### src/cache_err_pkg.sv
// Purpose: shared constants for the cache parity and fault handler
// Assumes: one clock, asynchronous active-high reset
// Notes:   operation kinds and response codes used by the handler ports
package cache_err_pkg;

  typedef enum logic [2:0] {
    OP_READ,
    OP_WBUF_WRITE,
    OP_ALLOC,
    OP_CLEAN,
    OP_INV_ADDR,
    OP_INV_INDEX,
    OP_CLEAN_INV_ADDR,
    OP_CLEAN_INV_INDEX
  } op_kind_t;

  localparam logic [1:0] TRANS_IDLE = 2'h0;
  localparam logic [1:0] TRANS_BUSY = 2'h1;
  localparam logic [1:0] TRANS_NSEQ = 2'h2;
  localparam logic [1:0] TRANS_SEQ  = 2'h3;

  localparam logic [2:0] RESP_OKAY  = 3'h0;
  localparam logic [2:0] RESP_ERROR = 3'h1;

  localparam logic [1:0] SIZE_8  = 2'h0;
  localparam logic [1:0] SIZE_16 = 2'h1;
  localparam logic [1:0] SIZE_32 = 2'h2;
  localparam logic [1:0] SIZE_64 = 2'h3;

  localparam logic       READY_RESET = 1'b1;
  localparam logic [2:0] RESP_RESET  = 3'h0;

endpackage

### src/cache_parity_error_handler.sv
// Purpose: decides event pulses, slave responses and cache actions on faults
// Assumes: cache pipeline presents op kind, fault strobes and read words
// Notes:   all outputs registered; slave logic advances on port enable
`timescale 1ns/1ps

module cache_parity_error_handler #(
  parameter int DATA_W = 64,
  parameter int TAG_W  = 20
) (
  input  wire logic                  clk,                // system clock
  input  wire logic                  rst,                // async reset
  input  wire logic                  parity_enable,      // aux control bit
  input  wire logic                  slave_port_clock_enable, // port enable
  input  wire logic [1:0]            htrans,             // transfer type
  input  wire logic [2:0]            hsize,              // transfer size
  input  wire logic [DATA_W/8-1:0]   slave_byte_lane_strobes, // lanes
  input  wire logic                  slave_unaligned_flag,    // unaligned
  input  wire logic [3:0]            slave_sideband_attributes, // attrs
  input  wire logic                  op_valid,           // op step valid
  input  wire cache_err_pkg::op_kind_t op_kind,          // op kind
  input  wire logic                  op_write_back,      // write-back access
  input  wire logic                  op_busy,            // beat not ready
  input  wire logic                  op_last,            // last beat
  input  wire logic                  tag_lookup,         // tag read this cycle
  input  wire logic [TAG_W-1:0]      tag_rd,             // tag read word
  input  wire logic                  tag_rd_par,         // stored tag parity
  input  wire logic                  tag_rd_fault,       // tag RAM read fault
  input  wire logic                  tag_wr,             // tag write strobe
  input  wire logic                  tag_wr_fault,       // tag RAM write fault
  input  wire logic [TAG_W-1:0]      tag_wd,             // tag write word
  input  wire logic                  data_read,          // data read strobe
  input  wire logic [DATA_W-1:0]     data_rd,            // data read word
  input  wire logic [DATA_W/8-1:0]   data_rd_par,        // stored parity
  input  wire logic                  data_rd_fault,      // data RAM rd fault
  input  wire logic                  data_wr,            // data write strobe
  input  wire logic                  data_wr_fault,      // data RAM wr fault
  input  wire logic [DATA_W-1:0]     data_wd,            // data write word
  output logic [DATA_W-1:0]          slave_read_data,    // read data
  output logic                       hready,             // transfer ready
  output logic [2:0]                 hresp,              // response
  output logic [3:0]                 size_bytes_log2,    // decoded size
  output logic [DATA_W/8-1:0]        data_wr_par,        // byte parity
  output logic                       tag_wr_par,         // shared tag parity
  output logic                       tag_parity_event,   // tag parity pulse
  output logic                       tag_read_fault_event, // tag fault pulse
  output logic                       data_parity_event,  // data parity pulse
  output logic                       data_read_fault_event, // data rd pulse
  output logic                       data_write_fault_event, // data wr pulse
  output logic                       tag_write_fault_event, // tag wr pulse
  output logic                       cache_write_block,  // suppress write
  output logic                       mark_dirty,         // set line dirty
  output logic                       evict_drop,         // skip eviction
  output logic                       clean_abort,        // cancel clean
  output logic                       inv_cancel,         // cancel invalidate
  output logic                       inv_do              // invalidate line
);
  import cache_err_pkg::*;

  ////////////////////////////////////////////////////////////////////////
  // fault classification
  logic tag_par_err;
  logic data_par_err;
  logic tag_any;
  logic data_any;
  logic err_seen_r;

  function automatic logic [DATA_W/8-1:0] byte_par(
    input logic [DATA_W-1:0] d
  );
    logic [DATA_W/8-1:0] p;
    p = '0;
    for (int i = 0; i < DATA_W/8; i++) begin
      p[i] = ^d[i*8 +: 8];
    end
    return p;
  endfunction

  assign tag_par_err  = parity_enable & tag_lookup &
                        ((^tag_rd) != tag_rd_par);
  assign data_par_err = parity_enable & data_read &
                        (byte_par(data_rd) != data_rd_par);
  assign tag_any  = tag_par_err | (tag_lookup & tag_rd_fault);
  assign data_any = data_par_err | (data_read & data_rd_fault);

  ////////////////////////////////////////////////////////////////////////
  // event pulses, one cycle per detected fault
  always_ff @(posedge clk or posedge rst) begin
    if (rst) begin
      tag_parity_event       <= 1'b0;
      tag_read_fault_event   <= 1'b0;
      data_parity_event      <= 1'b0;
      data_read_fault_event  <= 1'b0;
      data_write_fault_event <= 1'b0;
      tag_write_fault_event  <= 1'b0;
    end else begin
      tag_parity_event       <= op_valid & tag_par_err;
      tag_read_fault_event   <= op_valid & tag_lookup & tag_rd_fault;
      data_parity_event      <= op_valid & data_par_err;
      data_read_fault_event  <= op_valid & data_read & data_rd_fault;
      data_write_fault_event <= op_valid & data_wr & data_wr_fault;
      tag_write_fault_event  <= op_valid & tag_wr & tag_wr_fault;
    end
  end

  ////////////////////////////////////////////////////////////////////////
  // cache action controls
  always_ff @(posedge clk or posedge rst) begin
    if (rst) begin
      cache_write_block <= 1'b0;
      mark_dirty        <= 1'b0;
      evict_drop        <= 1'b0;
      clean_abort       <= 1'b0;
      inv_cancel        <= 1'b0;
      inv_do            <= 1'b0;
    end else begin
      cache_write_block <= op_valid & (op_kind == OP_WBUF_WRITE) &
                           tag_any;
      mark_dirty  <= op_valid & (op_kind == OP_WBUF_WRITE) & data_wr &
                     op_write_back & ~tag_any;
      // allocation keeps running; only the eviction is dropped
      evict_drop  <= op_valid & (op_kind == OP_ALLOC) & data_any;
      clean_abort <= op_valid & (tag_any | data_any) &
                     (op_kind == OP_CLEAN || op_kind == OP_CLEAN_INV_ADDR ||
                      op_kind == OP_CLEAN_INV_INDEX);
      inv_cancel  <= op_valid & ((op_kind == OP_INV_ADDR & tag_any) |
                     (op_kind == OP_CLEAN_INV_ADDR &
                      (tag_any | data_any)));
      inv_do      <= op_valid & (op_kind == OP_CLEAN_INV_INDEX);
    end
  end

  ////////////////////////////////////////////////////////////////////////
  // parity generation for writes
  always_ff @(posedge clk or posedge rst) begin
    if (rst) begin
      data_wr_par <= '0;
      tag_wr_par  <= 1'b0;
    end else begin
      data_wr_par <= parity_enable ? byte_par(data_wd) : '0;
      tag_wr_par  <= parity_enable & (^tag_wd);
    end
  end

  ////////////////////////////////////////////////////////////////////////
  // slave port response, advanced only on port enable
  logic read_beat;
  logic read_err;
  assign read_beat = op_valid & (op_kind == OP_READ) &
                     ((htrans == TRANS_NSEQ) | (htrans == TRANS_SEQ));
  assign read_err  = read_beat & (tag_any | data_any | err_seen_r);

  // sticky across beats so the rest of the request answers error
  always_ff @(posedge clk or posedge rst) begin
    if (rst) begin
      err_seen_r <= 1'b0;
    end else if (slave_port_clock_enable) begin
      if (read_beat & ~op_busy & op_last) begin
        err_seen_r <= 1'b0;
      end else if (read_beat & (tag_any | data_any)) begin
        err_seen_r <= 1'b1;
      end
    end
  end

  // wait state while the current read beat is still busy
  always_ff @(posedge clk or posedge rst) begin
    if (rst) begin
      hready <= READY_RESET;
    end else if (slave_port_clock_enable) begin
      hready <= ~(read_beat & op_busy);
    end
  end

  // error on every completed beat of a read request from the first faulty beat on
  always_ff @(posedge clk or posedge rst) begin
    if (rst) begin
      hresp <= RESP_RESET;
    end else if (slave_port_clock_enable) begin
      hresp <= (read_err & ~op_busy) ? RESP_ERROR : RESP_OKAY;
    end
  end

  // data word passes through; undefined after tag faults
  always_ff @(posedge clk or posedge rst) begin
    if (rst) begin
      slave_read_data <= '0;
    end else if (slave_port_clock_enable) begin
      slave_read_data <= data_rd;
    end
  end

  // size decode ignores the top size bit
  always_ff @(posedge clk or posedge rst) begin
    if (rst) begin
      size_bytes_log2 <= 4'h0;
    end else if (slave_port_clock_enable) begin
      unique case (hsize[1:0])
        SIZE_8:  size_bytes_log2 <= 4'h0;
        SIZE_16: size_bytes_log2 <= 4'h1;
        SIZE_32: size_bytes_log2 <= 4'h2;
        SIZE_64: size_bytes_log2 <= 4'h3;
      endcase
    end
  end

endmodule

### config.mk
export PLATFORM = sky130hd
export DESIGN_NAME = cache_parity_error_handler
export DESIGN_NICKNAME = d
export VERILOG_FILES = /design/src/cache_err_pkg.sv /design/src/cache_parity_error_handler.sv
export SDC_FILE = /design/constraint.sdc
export NUM_CORES = 1
export LEC_CHECK = 0
export BUFFER_PORTS_ARGS = -buffer_cell sky130_fd_sc_hd__buf_2
export CAP_MARGIN = 20
export CORE_AREA = 2 2 118 120
export DETAILED_ROUTE_END_ITERATION = 6
export DIE_AREA = 0 0 120 122
export PLACE_DENSITY = 0.69
export RECOVER_POWER = 25
export SYNTH_ARGS = -nofsm -noshare
export SYNTH_HDL_FRONTEND = slang
export SYNTH_SLANG_ARGS = --single-unit
export TNS_END_PERCENT = 30
### constraint.sdc
create_clock -name clk -period 7.4 [get_ports clk]
set_input_delay 1.48 -clock clk [delete_from_list [all_inputs] [get_ports clk]]
set_output_delay 1.48 -clock clk [all_outputs]
set_load 0.02 [all_outputs]
==> key figures, run 1 <==
Status
  • Status: complete, but fails checks
  • Failing checks: max-capacitance violations, max-slew violations

Setup path
  • Critical Path RT: 7.58 ns
  • Worst R2R Path Depth: 3
  • Reg2Reg Capture Point: hresp[0]$_DFFE_PP0P_
  • Crit end category: flip-flop
  • CP max stage cell: o211ai_1
  • Reg-to-reg critical path startpoint: hresp[0]$_DFFE_PP0P_
  • Worst path max stage delay: 0.49 ns
  • Worst path cell trace: buf_2 -> xor2_1 -> xnor3_1 -> xnor2_1 -> nand4_1 -> o211ai_1 -> a2111oi_0
  • Worst Setup Start Kind: input port
  • CP Class: input port to flip-flop
  • Reg2reg setup slack: 6.42 ns
  • Critical Path Fanout Max: 5
  • WP data arrival: 3.37 ns

Hold path
  • Hold_sp: hready$_DFFE_PP1P_
  • Min-Delay Path Class: flip-flop to flip-flop
  • WHS Path Cells: 2
  • Worst Hold End: hready$_DFFE_PP1P_

Place
  • Placed cell areas: 6460 sq um
  • Number of port buffers: 287
  • Placed insts: 829
  • GPL Wtd Cong: 0.762
  • HPWL Detailed: 9620 um

Layout
  • Reg with most FFs: slave_read_data
  • Post-layout util: 49.8%
  • Nets: 874
  • Largest regs: slave_read_data (64), data_wr_par (8), size_bytes_log2 (2)
  • Largest register FFs: 64
  • Post-route cell area: 6730 sq um
  • Filler cells: 1252
  • Diodes inserted: 0
  • Layout Cells excl Fill: 844
  • Layout cells sized above 1: 53.8%
  • Syn-to-layout area delta: 39.1%

Power
  • VDD IR max: 0.0929 mV
  • Leak pwr: 0.00323 uW
  • PwrDens: 218 nW/um^2

Clocking
  • Clk_lat worst skew: 0.34 ns
  • Total clock buffers created by CTS: 9
  • CTS tree: yes
  • Clock sink count: 90
  • CTS root buf: clkbuf_16
  • CTS HTree Levels: 3
  • Clock Path Buffers: 2
  • Post-CTS setup buffers: 0
  • Hold-fix buffers at CTS: 0
  • Post-cts resize count: 0
  • Reg clk slew, reported paths: 0.06 ns

Yosys
  • Async set-reset flop share out of synthesis: 100%
  • Synthesized instance count: 370
  • Mean area per synthesized cell: 13.1 sq um
  • Synthesized cell area: 4840 sq um
  • Post-synth EDFFs: 0
  • Top cell type's share of synthesized area: 46.0%
  • Most frequent cell after synthesis: xnor2_1
  • Post-synth cell types: 35
  • Register area share after synthesis: 46.6%
  • Synth Register Bits: 90
  • Top FF cell, synth: dfrtp_1
  • Synth warn: 0
  • Yosys top cell by area: dfrtp_1
  • Area contributors post-synth: dfrtp_1 46%, xnor2_1 20%, mux2_2 15%
  • Commonest cells in the netlist: 108 x xnor2_1, 89 x dfrtp_1, 66 x mux2_2

Global route
  • Grt ovf: 0
  • Vias in the first global route: 3862
  • Antenna violations before repair: 0
  • Largest net degree at the start of global routing: 70
  • Global-route wire length before repair: 18200 um
  • Total Routing Usage GR: 16.1%

Timing
  • Max Transition Viols Final: 40
  • Fmax: 314 MHz
  • Endpoints failing hold: 0
  • RSZ-0062 raised after global routing: false
  • Fin Clk Skew: 0.000464 ns
  • Crit share post-route: 43.1%
  • Max-slew headroom: -18.1%
  • Slew at the pin closest to its max-slew limit: 1.76 ns
  • Post-route minimum period: 3.19 ns
  • Final Setup Violations: 0
  • Setup TNS: 0 ns

Floorplanning
  • Die area: 14600 sq um
  • Row count: 43
  • Overall die height: 122 um
  • DIE WIDTH: 120 um
  • Core ar.: 13500 sq um
  • Starting density of the core: 35.8%
  • Num ports: 307

Drt
  • Antenna viol nets, final: 0
  • Vias: 3811
  • DR vias/cell: 4.52
  • Wirelength per Cell: 14.2 um
  • DRC viols: 0
  • Drt first pass iters: 4
  • DRT iter0 DRCs: 160
  • Final WL: 12000 um

Job
  • Max Cap Viol: 1
## stage by stage
stage	worst slack (ns)	power, uW	hold slack (ns)
final	4.21	1470	0.491
after floorplan	3.59	876	0.516
after global routing	4.05	1550	0.516
after detailed placement	3.88	1040	0.485
after CTS	4.22	1490	0.496
after global placement	3.94	1020	0.480
## cell usage in the layout, fill, tap and decap left out, types with 2 or more instances in the layout
master	count
mux2_2	66
nand3_1	2
conb_1	4
and2_0	9
xnor2_1	108
nor2b_1	3
and3_1	3
nand4_1	2
buf_2	270
a21oi_1	2
clkbuf_1	19
nand2_1	5
dfrtp_1	89
buf_4	2
xnor3_1	12
nor3_1	2
a31oi_1	2
clkbuf_16	9
nor2_1	6
clkinv_2	2
xor2_1	26
and2_1	2
## worst max-delay path by stage
stage / start / endpoint / slack, ns / cells past startpoint
after floorplan: rst / cache_write_block$_DFF_PP0_ / 3.59 / 1
after global placement: data_rd[2] / evict_drop$_DFF_PP0_ / 3.94 / 7
after detailed placement: data_rd[6] / evict_drop$_DFF_PP0_ / 3.88 / 7
after CTS: data_rd[6] / evict_drop$_DFF_PP0_ / 4.22 / 7
after global routing: rst / evict_drop$_DFF_PP0_ / 4.05 / 3
final: data_rd[2] / evict_drop$_DFF_PP0_ / 4.21 / 7
## power breakdown
group	switching [uW]	internal, uW	total, uW
Sequential	21.7	544	565
Combinational	227	227	454
Clock	179	268	447
## layout make-up
class                   instances  area, sq um  area share, %
flip-flops and latches         90         2250           33.5
inverters                       2         8.76          0.130
clock buffers                  12          246           3.66
well taps                     180          225           3.35
clock inverters                 3         40.0          0.595
repair buffers                289         1430           21.3
multi-input cells             268         2520           37.5
## kinds of logic after synthesis
kind of cell,Yosys count,share of synthesized area [%]
flip-flops,90,46.6
multiplexers,67,15.6
AND/OR/NAND/NOR,40,4.63
buffers and inverters,15,1.47
other,1,0.0775
XOR/XNOR,146,29.9
AO/OA/AOI/OAI,11,1.73
## metal layers
layer | track usage [%] | part of all wire, %
met1 | 17.3 | 37
met2 | 29.9 | 53
met5 | 0 | 0
met3 | 3.79 | 7.5
met4 | 7.28 | 2.2
## worst max-delay path, delay by kind of cell
| family | cells | cell delay, ns |
|---|---|---|
| buffers and inverters | 1 | 0.11 |
| XOR/XNOR | 3 | 0.86 |
| AND/OR/NAND/NOR | 1 | 0.24 |
| AO/OA/AOI/OAI | 2 | 0.68 |
Power figures use the tool's default switching activity.
==> inputs of run 2 (changes only) <==
Settings changed: ABC_AREA set to 1, CORE_AREA 2 2 118 120 to 2 2 120 122, DIE_AREA 0 0 120 122 to 0 0 122 124, PLACE_DENSITY 0.69 to 0.72.
Clock period 7.4 ns to 3.17 ns, I/O delays scaled along.
==> run 2 against run 1 <==
Net effect:
- the flow still finishes with violations (max-capacitance violations, max-slew violations)
- clock power increased to 2.5 times the previous value
- first-iteration DRC count is 71% higher
- synthesized cell count grew 110%
- via count up 44%
- critical path depth rose by 1
- utilization is 4.2 points higher
- clock-buffer cell count is 1 lower
- non-clock buffer count increased by 1
- combinational power up 110%
- critical endpoint is now err_seen_r$_DFFE_PP0P_
- largest power group unchanged
==> key figures, run 2 <==
Clocking
  • Hold-fix buffers at CTS: 0 (unchanged)
  • CTS tree: yes (unchanged)
  • CTS root buf: clkbuf_16 (unchanged)
  • Clock sink count: 90 (unchanged)
  • Post-cts resize count: 0 (unchanged)
  • Post-CTS setup buffers: 0 (unchanged)
  • Clk_lat worst skew: 0.34 ns (about the same)
  • Clock Path Buffers: 2 (unchanged)
  • CTS HTree Levels: 3 (unchanged)
  • Reg clk slew, reported paths: 0.06 ns (about the same)
  • Total clock buffers created by CTS: 9 (unchanged)

Setup path
  • Worst path max stage delay: 0.40 ns (was 0.49 ns)
  • Critical Path RT: 3.41 ns (was 7.58 ns)
  • Critical Path Fanout Max: 23 (was 5)
  • Crit path max-delay family: buffers and inverters (was XOR/XNOR gates)
  • Worst Setup Start Kind: input port (unchanged)
  • CP max stage cell: buf_2 (was o211ai_1)
  • Crit path buf inv count: 4 (was 1)
  • CP Class: input port to flip-flop (unchanged)
  • WP data arrival: 2.05 ns (was 3.37 ns)
  • Worst path cell trace: buf_2 -> buf_4 -> nand4_1 -> nor2_1 -> a22o_1 -> inv_1 -> nand2_1 -> inv_1 (was buf_2 -> xor2_1 -> xnor3_1 -> xnor2_1 -> nand4_1 -> o211ai_1 -> a2111oi_0)
  • Crit end category: flip-flop (unchanged)
  • Top cell by count, worst path: inv_1

Floorplanning
  • Num ports: 307 (unchanged)
  • Row count: 43 (unchanged)
  • Starting density of the core: 39.9% (was 35.8%)
  • Overall die height: 124 um (was 122 um)
  • DIE WIDTH: 122 um (was 120 um)
  • Die area: 15100 sq um (was 14600 sq um)
  • Core ar.: 13700 sq um (was 13500 sq um)

Drt
  • DR vias/cell: 4.42 (was 4.52)
  • DRC viols: 0 (unchanged)
  • Vias: 5495 (was 3811)
  • Final WL: 14600 um (was 12000 um)
  • Drt first pass iters: 4 (unchanged)
  • Wirelength per Cell: 11.7 um (was 14.2 um)
  • Antenna viol nets, final: 0 (unchanged)
  • DRT iter0 DRCs: 273 (was 160)

Place
  • HPWL Detailed: 12000 um (was 9620 um)
  • GPL Wtd Cong: 0.859 (was 0.762)
  • Placed insts: 1227 (was 829)
  • Number of port buffers: 287 (unchanged)

Global route
  • Total Routing Usage GR: 19.5% (was 16.1%)
  • Vias in the first global route: 5019 (was 3862)
  • Grt ovf: 0 (unchanged)
  • Largest net degree at the start of global routing: 58 (was 70)
  • Global-route wire length before repair: 22900 um (was 18200 um)
  • Antenna violations before repair: 1 (was 0)

Timing
  • Max Transition Viols Final: 37 (was 40)
  • Fin Clk Skew: 0.00146 ns (was 0.000464 ns)
  • Setup TNS: 0 ns (unchanged)
  • Fmax: 553 MHz
  • RSZ-0062 raised after global routing: false (unchanged)
  • Endpoints failing hold: 0 (unchanged)
  • Crit share post-route: 57.1%
  • Final Setup Violations: 0 (unchanged)
  • Hold slack: 0.466 ns (was 0.491 ns)
  • Slew at the pin closest to its max-slew limit: 1.69 ns (was 1.76 ns)
  • Post-route minimum period: 1.81 ns
  • Max-slew headroom: -13.2% (was -18.1%)

Job
  • Max Cap Viol: 1 (unchanged)

Layout
  • Largest regs: slave_read_data (64), data_wr_par (8), size_bytes_log2 (2) (unchanged)
  • Post-layout util: 54.1% (was 49.8%)
  • Layout cells sized above 1: 29.5% (was 53.8%)
  • Largest register FFs: 64 (unchanged)
  • Diodes inserted: 0 (unchanged)
  • Commonest non-fill, non-tap cells in the layout: 360 x nand2_1, 286 x buf_2, 93 x inv_1 (was 270 x buf_2, 108 x xnor2_1, 89 x dfrtp_1)
  • Reg with most FFs: slave_read_data (unchanged)
  • Syn-to-layout area delta: 35.6% (was 39.1%)
  • Layout Cells excl Fill: 1243 (was 844)
  • Most common cell after layout, fill and taps aside: nand2_1 (was buf_2)
  • Nets: 1272 (was 874)
  • Filler cells: 1346 (was 1252)

Power
  • Leak pwr: 0.00446 uW (was 0.00323 uW)
  • Total power: 3380 uW (was 1470 uW)
  • VDD IR max: 0.237 mV (was 0.0929 mV)
  • PwrDens: 456 nW/um^2 (was 218 nW/um^2)

Yosys
  • Synth warn: 0 (unchanged)
  • Synth Register Bits: 90 (unchanged)
  • Synthesized instance count: 773 (was 370)
  • Top cell type's share of synthesized area: 40.7% (was 46.0%)
  • Most frequent cell after synthesis: nand2_1 (was xnor2_1)
  • Top FF cell, synth: dfrtp_1 (unchanged)
  • Synthesized cell area: 5470 sq um (was 4840 sq um)
  • Mean area per synthesized cell: 7.08 sq um (was 13.1 sq um)
  • Post-synth cell types: 29 (was 35)
  • Post-synth EDFFs: 0 (unchanged)
  • Commonest cells in the netlist: 360 x nand2_1, 95 x inv_1, 89 x dfrtp_1 (was 108 x xnor2_1, 89 x dfrtp_1, 66 x mux2_2)
  • Register area share after synthesis: 41.2% (was 46.6%)
  • Area contributors post-synth: dfrtp_1 41%, nand2_1 25%, xnor2_1 10% (was dfrtp_1 46%, xnor2_1 20%, mux2_2 15%)
  • Yosys top cell by area: dfrtp_1 (unchanged)
  • Async set-reset flop share out of synthesis: 100% (unchanged)

Status
  • Status: complete, but fails checks (unchanged)
  • Failing checks: max-capacitance violations, max-slew violations (unchanged)

Hold path
  • Min-Delay Path Class: flip-flop to flip-flop (unchanged)
## run 2: worst paths after layout
| path | from | to | slack (ns) | depth (start not counted) |
|---|---|---|---|---|
| worst max-delay path | slave_port_clock_enable | err_seen_r$_DFFE_PP0P_ | 1.36 | 8 |
| worst min-delay path | slave_read_data[15]$_DFFE_PP0P_ | slave_read_data[15]$_DFFE_PP0P_ | 0.47 | 2 |
| worst max register to register | err_seen_r$_DFFE_PP0P_ | err_seen_r$_DFFE_PP0P_ | 2.36 | 5 |
| worst min register to register | slave_read_data[15]$_DFFE_PP0P_ | slave_read_data[15]$_DFFE_PP0P_ | 0.47 | 2 |
| max in group asynchronous | rst | slave_read_data[51]$_DFFE_PP0P_ | 1.55 | 3 |
| min in group asynchronous | rst | data_wr_par[6]$_DFF_PP0_ | 0.69 | 2 |
## run 2: routing by layer
| layer | GRT usage (%) | wire, um | up-vias |
|---|---|---|---|
| met5 | 0 | 13 | - |
| met1 | 21.4 | 5650 | 2410 |
| li1 | - | - | 2891 |
| met2 | 35.5 | 7370 | 177 |
| met3 | 5.72 | 1340 | 15 |
| met4 | 7.47 | 231 | 2 |
## run 2: where the power goes
| part | internal [uW] | switching [uW] |
|---|---|---|
| logic | 382 | 570 |
| registers | 1250 | 42.7 |
| clock network | 690 | 442 |
| total | 2320 | 1050 |
## run 2: final cells by class
class	instances	area (sq um)	area share, %
clock inverters	5	78.8	1.06
multi-input cells	572	2790	37.6
inverters	95	358	4.82
well taps	180	225	3.04
flip-flops and latches	90	2250	30.4
repair buffers	290	1480	20.0
clock buffers	11	233	3.14
## run 2: kinds of logic (layout without fill, tap and decap cells)
family,after synthesis,after routing,synth area share (%)
AND/OR/NAND/NOR,424,424,30.8
buffers and inverters,114,401,8.10
XOR/XNOR,93,93,14.9
flip-flops,90,90,41.2
AO/OA/AOI/OAI,51,51,5.01
other,1,4,0.0685
## run 2: per-stage QoR
| stage | setup WS [ns] | cell area, sq um |
|---|---|---|
| 4_1_cts | 1.36 | 7420 |
| 6_report | 1.36 | 7420 |
| 2_1_floorplan | 0.202 | 5480 |
| 3_3_place_gp | 1.01 | 7110 |
| 5_1_grt | 1.12 | 7420 |
| 3_5_place_dp | 0.990 | 7110 |
## run 2: worst reg2reg max path, delay by kind of cell (launching register included)
| kind | cells | cell delay, ns |
|---|---|---|
| AOI/OAI and AO/OA | 1 | 0.14 |
| buffers and inverters | 3 | 0.16 |
| DFF | 1 | 0.36 |
| and+or+nand+nor | 1 | 0.05 |
==> inputs of run 3 (changes only) <==
Clock period 3.17 ns to 1.7 ns, I/O delays scaled along.
==> run 3 against run 2 <==
Net effect:
- the flow now finishes without violations
- die area unchanged
- via count is 1.2% higher
- sequential power is 86% higher
- sequential share of layout area is 0.41 points lower
- total power grew 83%
- cell area rose by 1.4%
- worst setup slack worse by 1.1 ns
- critical path depth increased by 7
- clock power rose by 73%
- critical path type unchanged
- largest power group unchanged
==> key figures, run 3 (same netlist as run 2, synthesis figures left out) <==
Drt
  • Wirelength per Cell: 12.0 um (was 11.7 um)
  • Final WL: 15100 um (was 14600 um)
  • Vias: 5563 (was 5495)
  • DR vias/cell: 4.42 (about the same)
  • Drt first pass iters: 4 (unchanged)
  • DRC viols: 0 (unchanged)
  • Antenna viol nets, final: 0 (unchanged)
  • DRT iter0 DRCs: 217 (was 273)

Clocking
  • CTS tree: yes (unchanged)
  • Clock sink count: 90 (unchanged)
  • CTS HTree Levels: 3 (unchanged)
  • Post-CTS setup buffers: 0 (unchanged)
  • Reg clk slew, reported paths: 0.07 ns (was 0.06 ns)
  • Total clock buffers created by CTS: 9 (unchanged)
  • CTS root buf: clkbuf_16 (unchanged)
  • Clock Path Buffers: 2 (unchanged)
  • Clk_lat worst skew: 0.34 ns (about the same)

Timing
  • Hold slack: 0.122 ns (was 0.466 ns)
  • RSZ-0062 raised after global routing: false (unchanged)
  • Max-slew headroom: 41.2% (was -13.2%)
  • Post-route minimum period: 1.46 ns
  • Setup TNS: 0 ns (unchanged)
  • Max Transition Viols Final: 0 (was 37)
  • Slew at the pin closest to its max-slew limit: 0.878 ns (was 1.69 ns)
  • Endpoints failing hold: 0 (unchanged)
  • Fin Clk Skew: 0.0000613 ns (was 0.00146 ns)
  • Final Setup Violations: 0 (unchanged)
  • Crit share post-route: 85.8%
  • Fmax: 686 MHz

Power
  • Total power: 6190 uW (was 3380 uW)
  • VDD IR max: 0.467 mV (was 0.237 mV)
  • PwrDens: 823 nW/um^2 (was 456 nW/um^2)
  • Leak pwr: 0.00453 uW (was 0.00446 uW)

Global route
  • Global-route wire length before repair: 23600 um (was 22900 um)
  • Grt ovf: 0 (unchanged)
  • Antenna violations before repair: 0 (was 1)
  • Vias in the first global route: 5259 (was 5019)
  • Largest net degree at the start of global routing: 62 (was 58)
  • Total Routing Usage GR: 19.9% (was 19.5%)

Hold path
  • Min-Delay Path Class: input port to asynchronous set/reset pin (was flip-flop to flip-flop)

Setup path
  • CP Class: input port to flip-flop (unchanged)
  • Worst Setup Start Kind: input port (unchanged)
  • Crit end category: flip-flop (unchanged)
  • WP data arrival: 1.69 ns (was 2.05 ns)
  • Critical Path RT: 1.93 ns (was 3.41 ns)
  • Critical Path Fanout Max: 4 (was 23)

Floorplanning
  • Die area: 15100 sq um (unchanged)
  • Overall die height: 124 um (unchanged)
  • DIE WIDTH: 122 um (unchanged)
  • Starting density of the core: 39.9% (unchanged)
  • Num ports: 307 (unchanged)
  • Row count: 43 (unchanged)
  • Core ar.: 13700 sq um (unchanged)

Status
  • Status: complete, no violations (was complete, but fails checks)

Place
  • Number of port buffers: 287 (unchanged)
  • GPL Wtd Cong: 0.780 (was 0.859)
  • HPWL Detailed: 12500 um (was 12000 um)

Layout
  • Reg with most FFs: slave_read_data (unchanged)
  • Largest regs: slave_read_data (64), data_wr_par (8), size_bytes_log2 (2) (unchanged)
  • Nets: 1289 (was 1272)
  • Diodes inserted: 0 (unchanged)
  • Post-layout util: 54.8% (was 54.1%)
  • Largest register FFs: 64 (unchanged)
  • Most common cell after layout, fill and taps aside: nand2_1 (unchanged)
  • Syn-to-layout area delta: 37.4% (was 35.6%)
  • Layout cells sized above 1: 30.9% (was 29.5%)
  • Commonest non-fill, non-tap cells in the layout: 359 x nand2_1, 286 x buf_2, 93 x inv_1 (was 360 x nand2_1, 286 x buf_2, 93 x inv_1)

Job
  • Max Cap Viol: 0 (was 1)
-- run 3: power by group --
group / switching, uW / leakage [uW] / internal, uW
clock: 826 / 0.000138 / 1130
combinational: 1080 / 0.00327 / 737
sequential: 83.0 / 0.00112 / 2330
total: 1990 / 0.00453 / 4200
-- run 3: area by class of cell --
cell class                      instances  area, sq um
Clock inverter                          5         56.3
Clock buffer                           10          229
Multi-Input combinational cell        572         2790
Tap cell                              180          225
Sequential cell                        90         2250
Timing Repair Buffer                  307         1610
Fill cell                            1371         6200
Inverter                               95          358
-- run 3: path summary, 6_finish.rpt --
path	startpoint	end	slack (ns)	cells after the start
worst max-delay path	data_rd[44]	hresp[0]$_DFFE_PP0P_	0.24	15
worst min-delay path	rst	mark_dirty$_DFF_PP0_	0.12	2
worst max register to register	err_seen_r$_DFFE_PP0P_	err_seen_r$_DFFE_PP0P_	0.90	5
worst min register to register	slave_read_data[51]$_DFFE_PP0P_	slave_read_data[51]$_DFFE_PP0P_	0.46	2
max in group asynchronous	rst	slave_read_data[37]$_DFFE_PP0P_	0.52	3
min in group clk	hsize[1]	size_bytes_log2[1]$_DFFE_PP0P_	0.20	3
-- run 3: timing repair --
item	in CTS	in global routing
setup endpoints to repair	0	4
hold buffers	0	0
gates resized for setup	0	2
-- run 3: worst max-delay path: stages --
cell     delay [ns]
buf_2          0.12
xnor2_1        0.23
inv_1          0.06
nand2_1        0.05
nand2_1        0.07
inv_1          0.06
nand2_1        0.05
nand2_1        0.05
nand2_1        0.07
nor2_2         0.13
nand2_1        0.11
nand2_2        0.12
nand4_2        0.11
nand2_1        0.08
nand2_1        0.04
-- run 3: stage by stage --
stage               instance area, sq um  setup WS, ns  instances
floorplan                           5490         0.231        776
global placement                    7260        -0.138       1244
detailed placement                  7260        -0.186       1244
CTS                                 7550         0.172       1259
global route                        7520        0.0181       1259
finish                              7520         0.242       1259
-- run 3: metal layers --
layer  routed length, um  vias to the layer above  track usage [%]
met2                7690                      196             37.4
li1                    -                     2914                -
met3                1440                       13             6.18
met5                   0                        -                0
met4                 167                        0             4.96
met1                5840                     2440             21.8
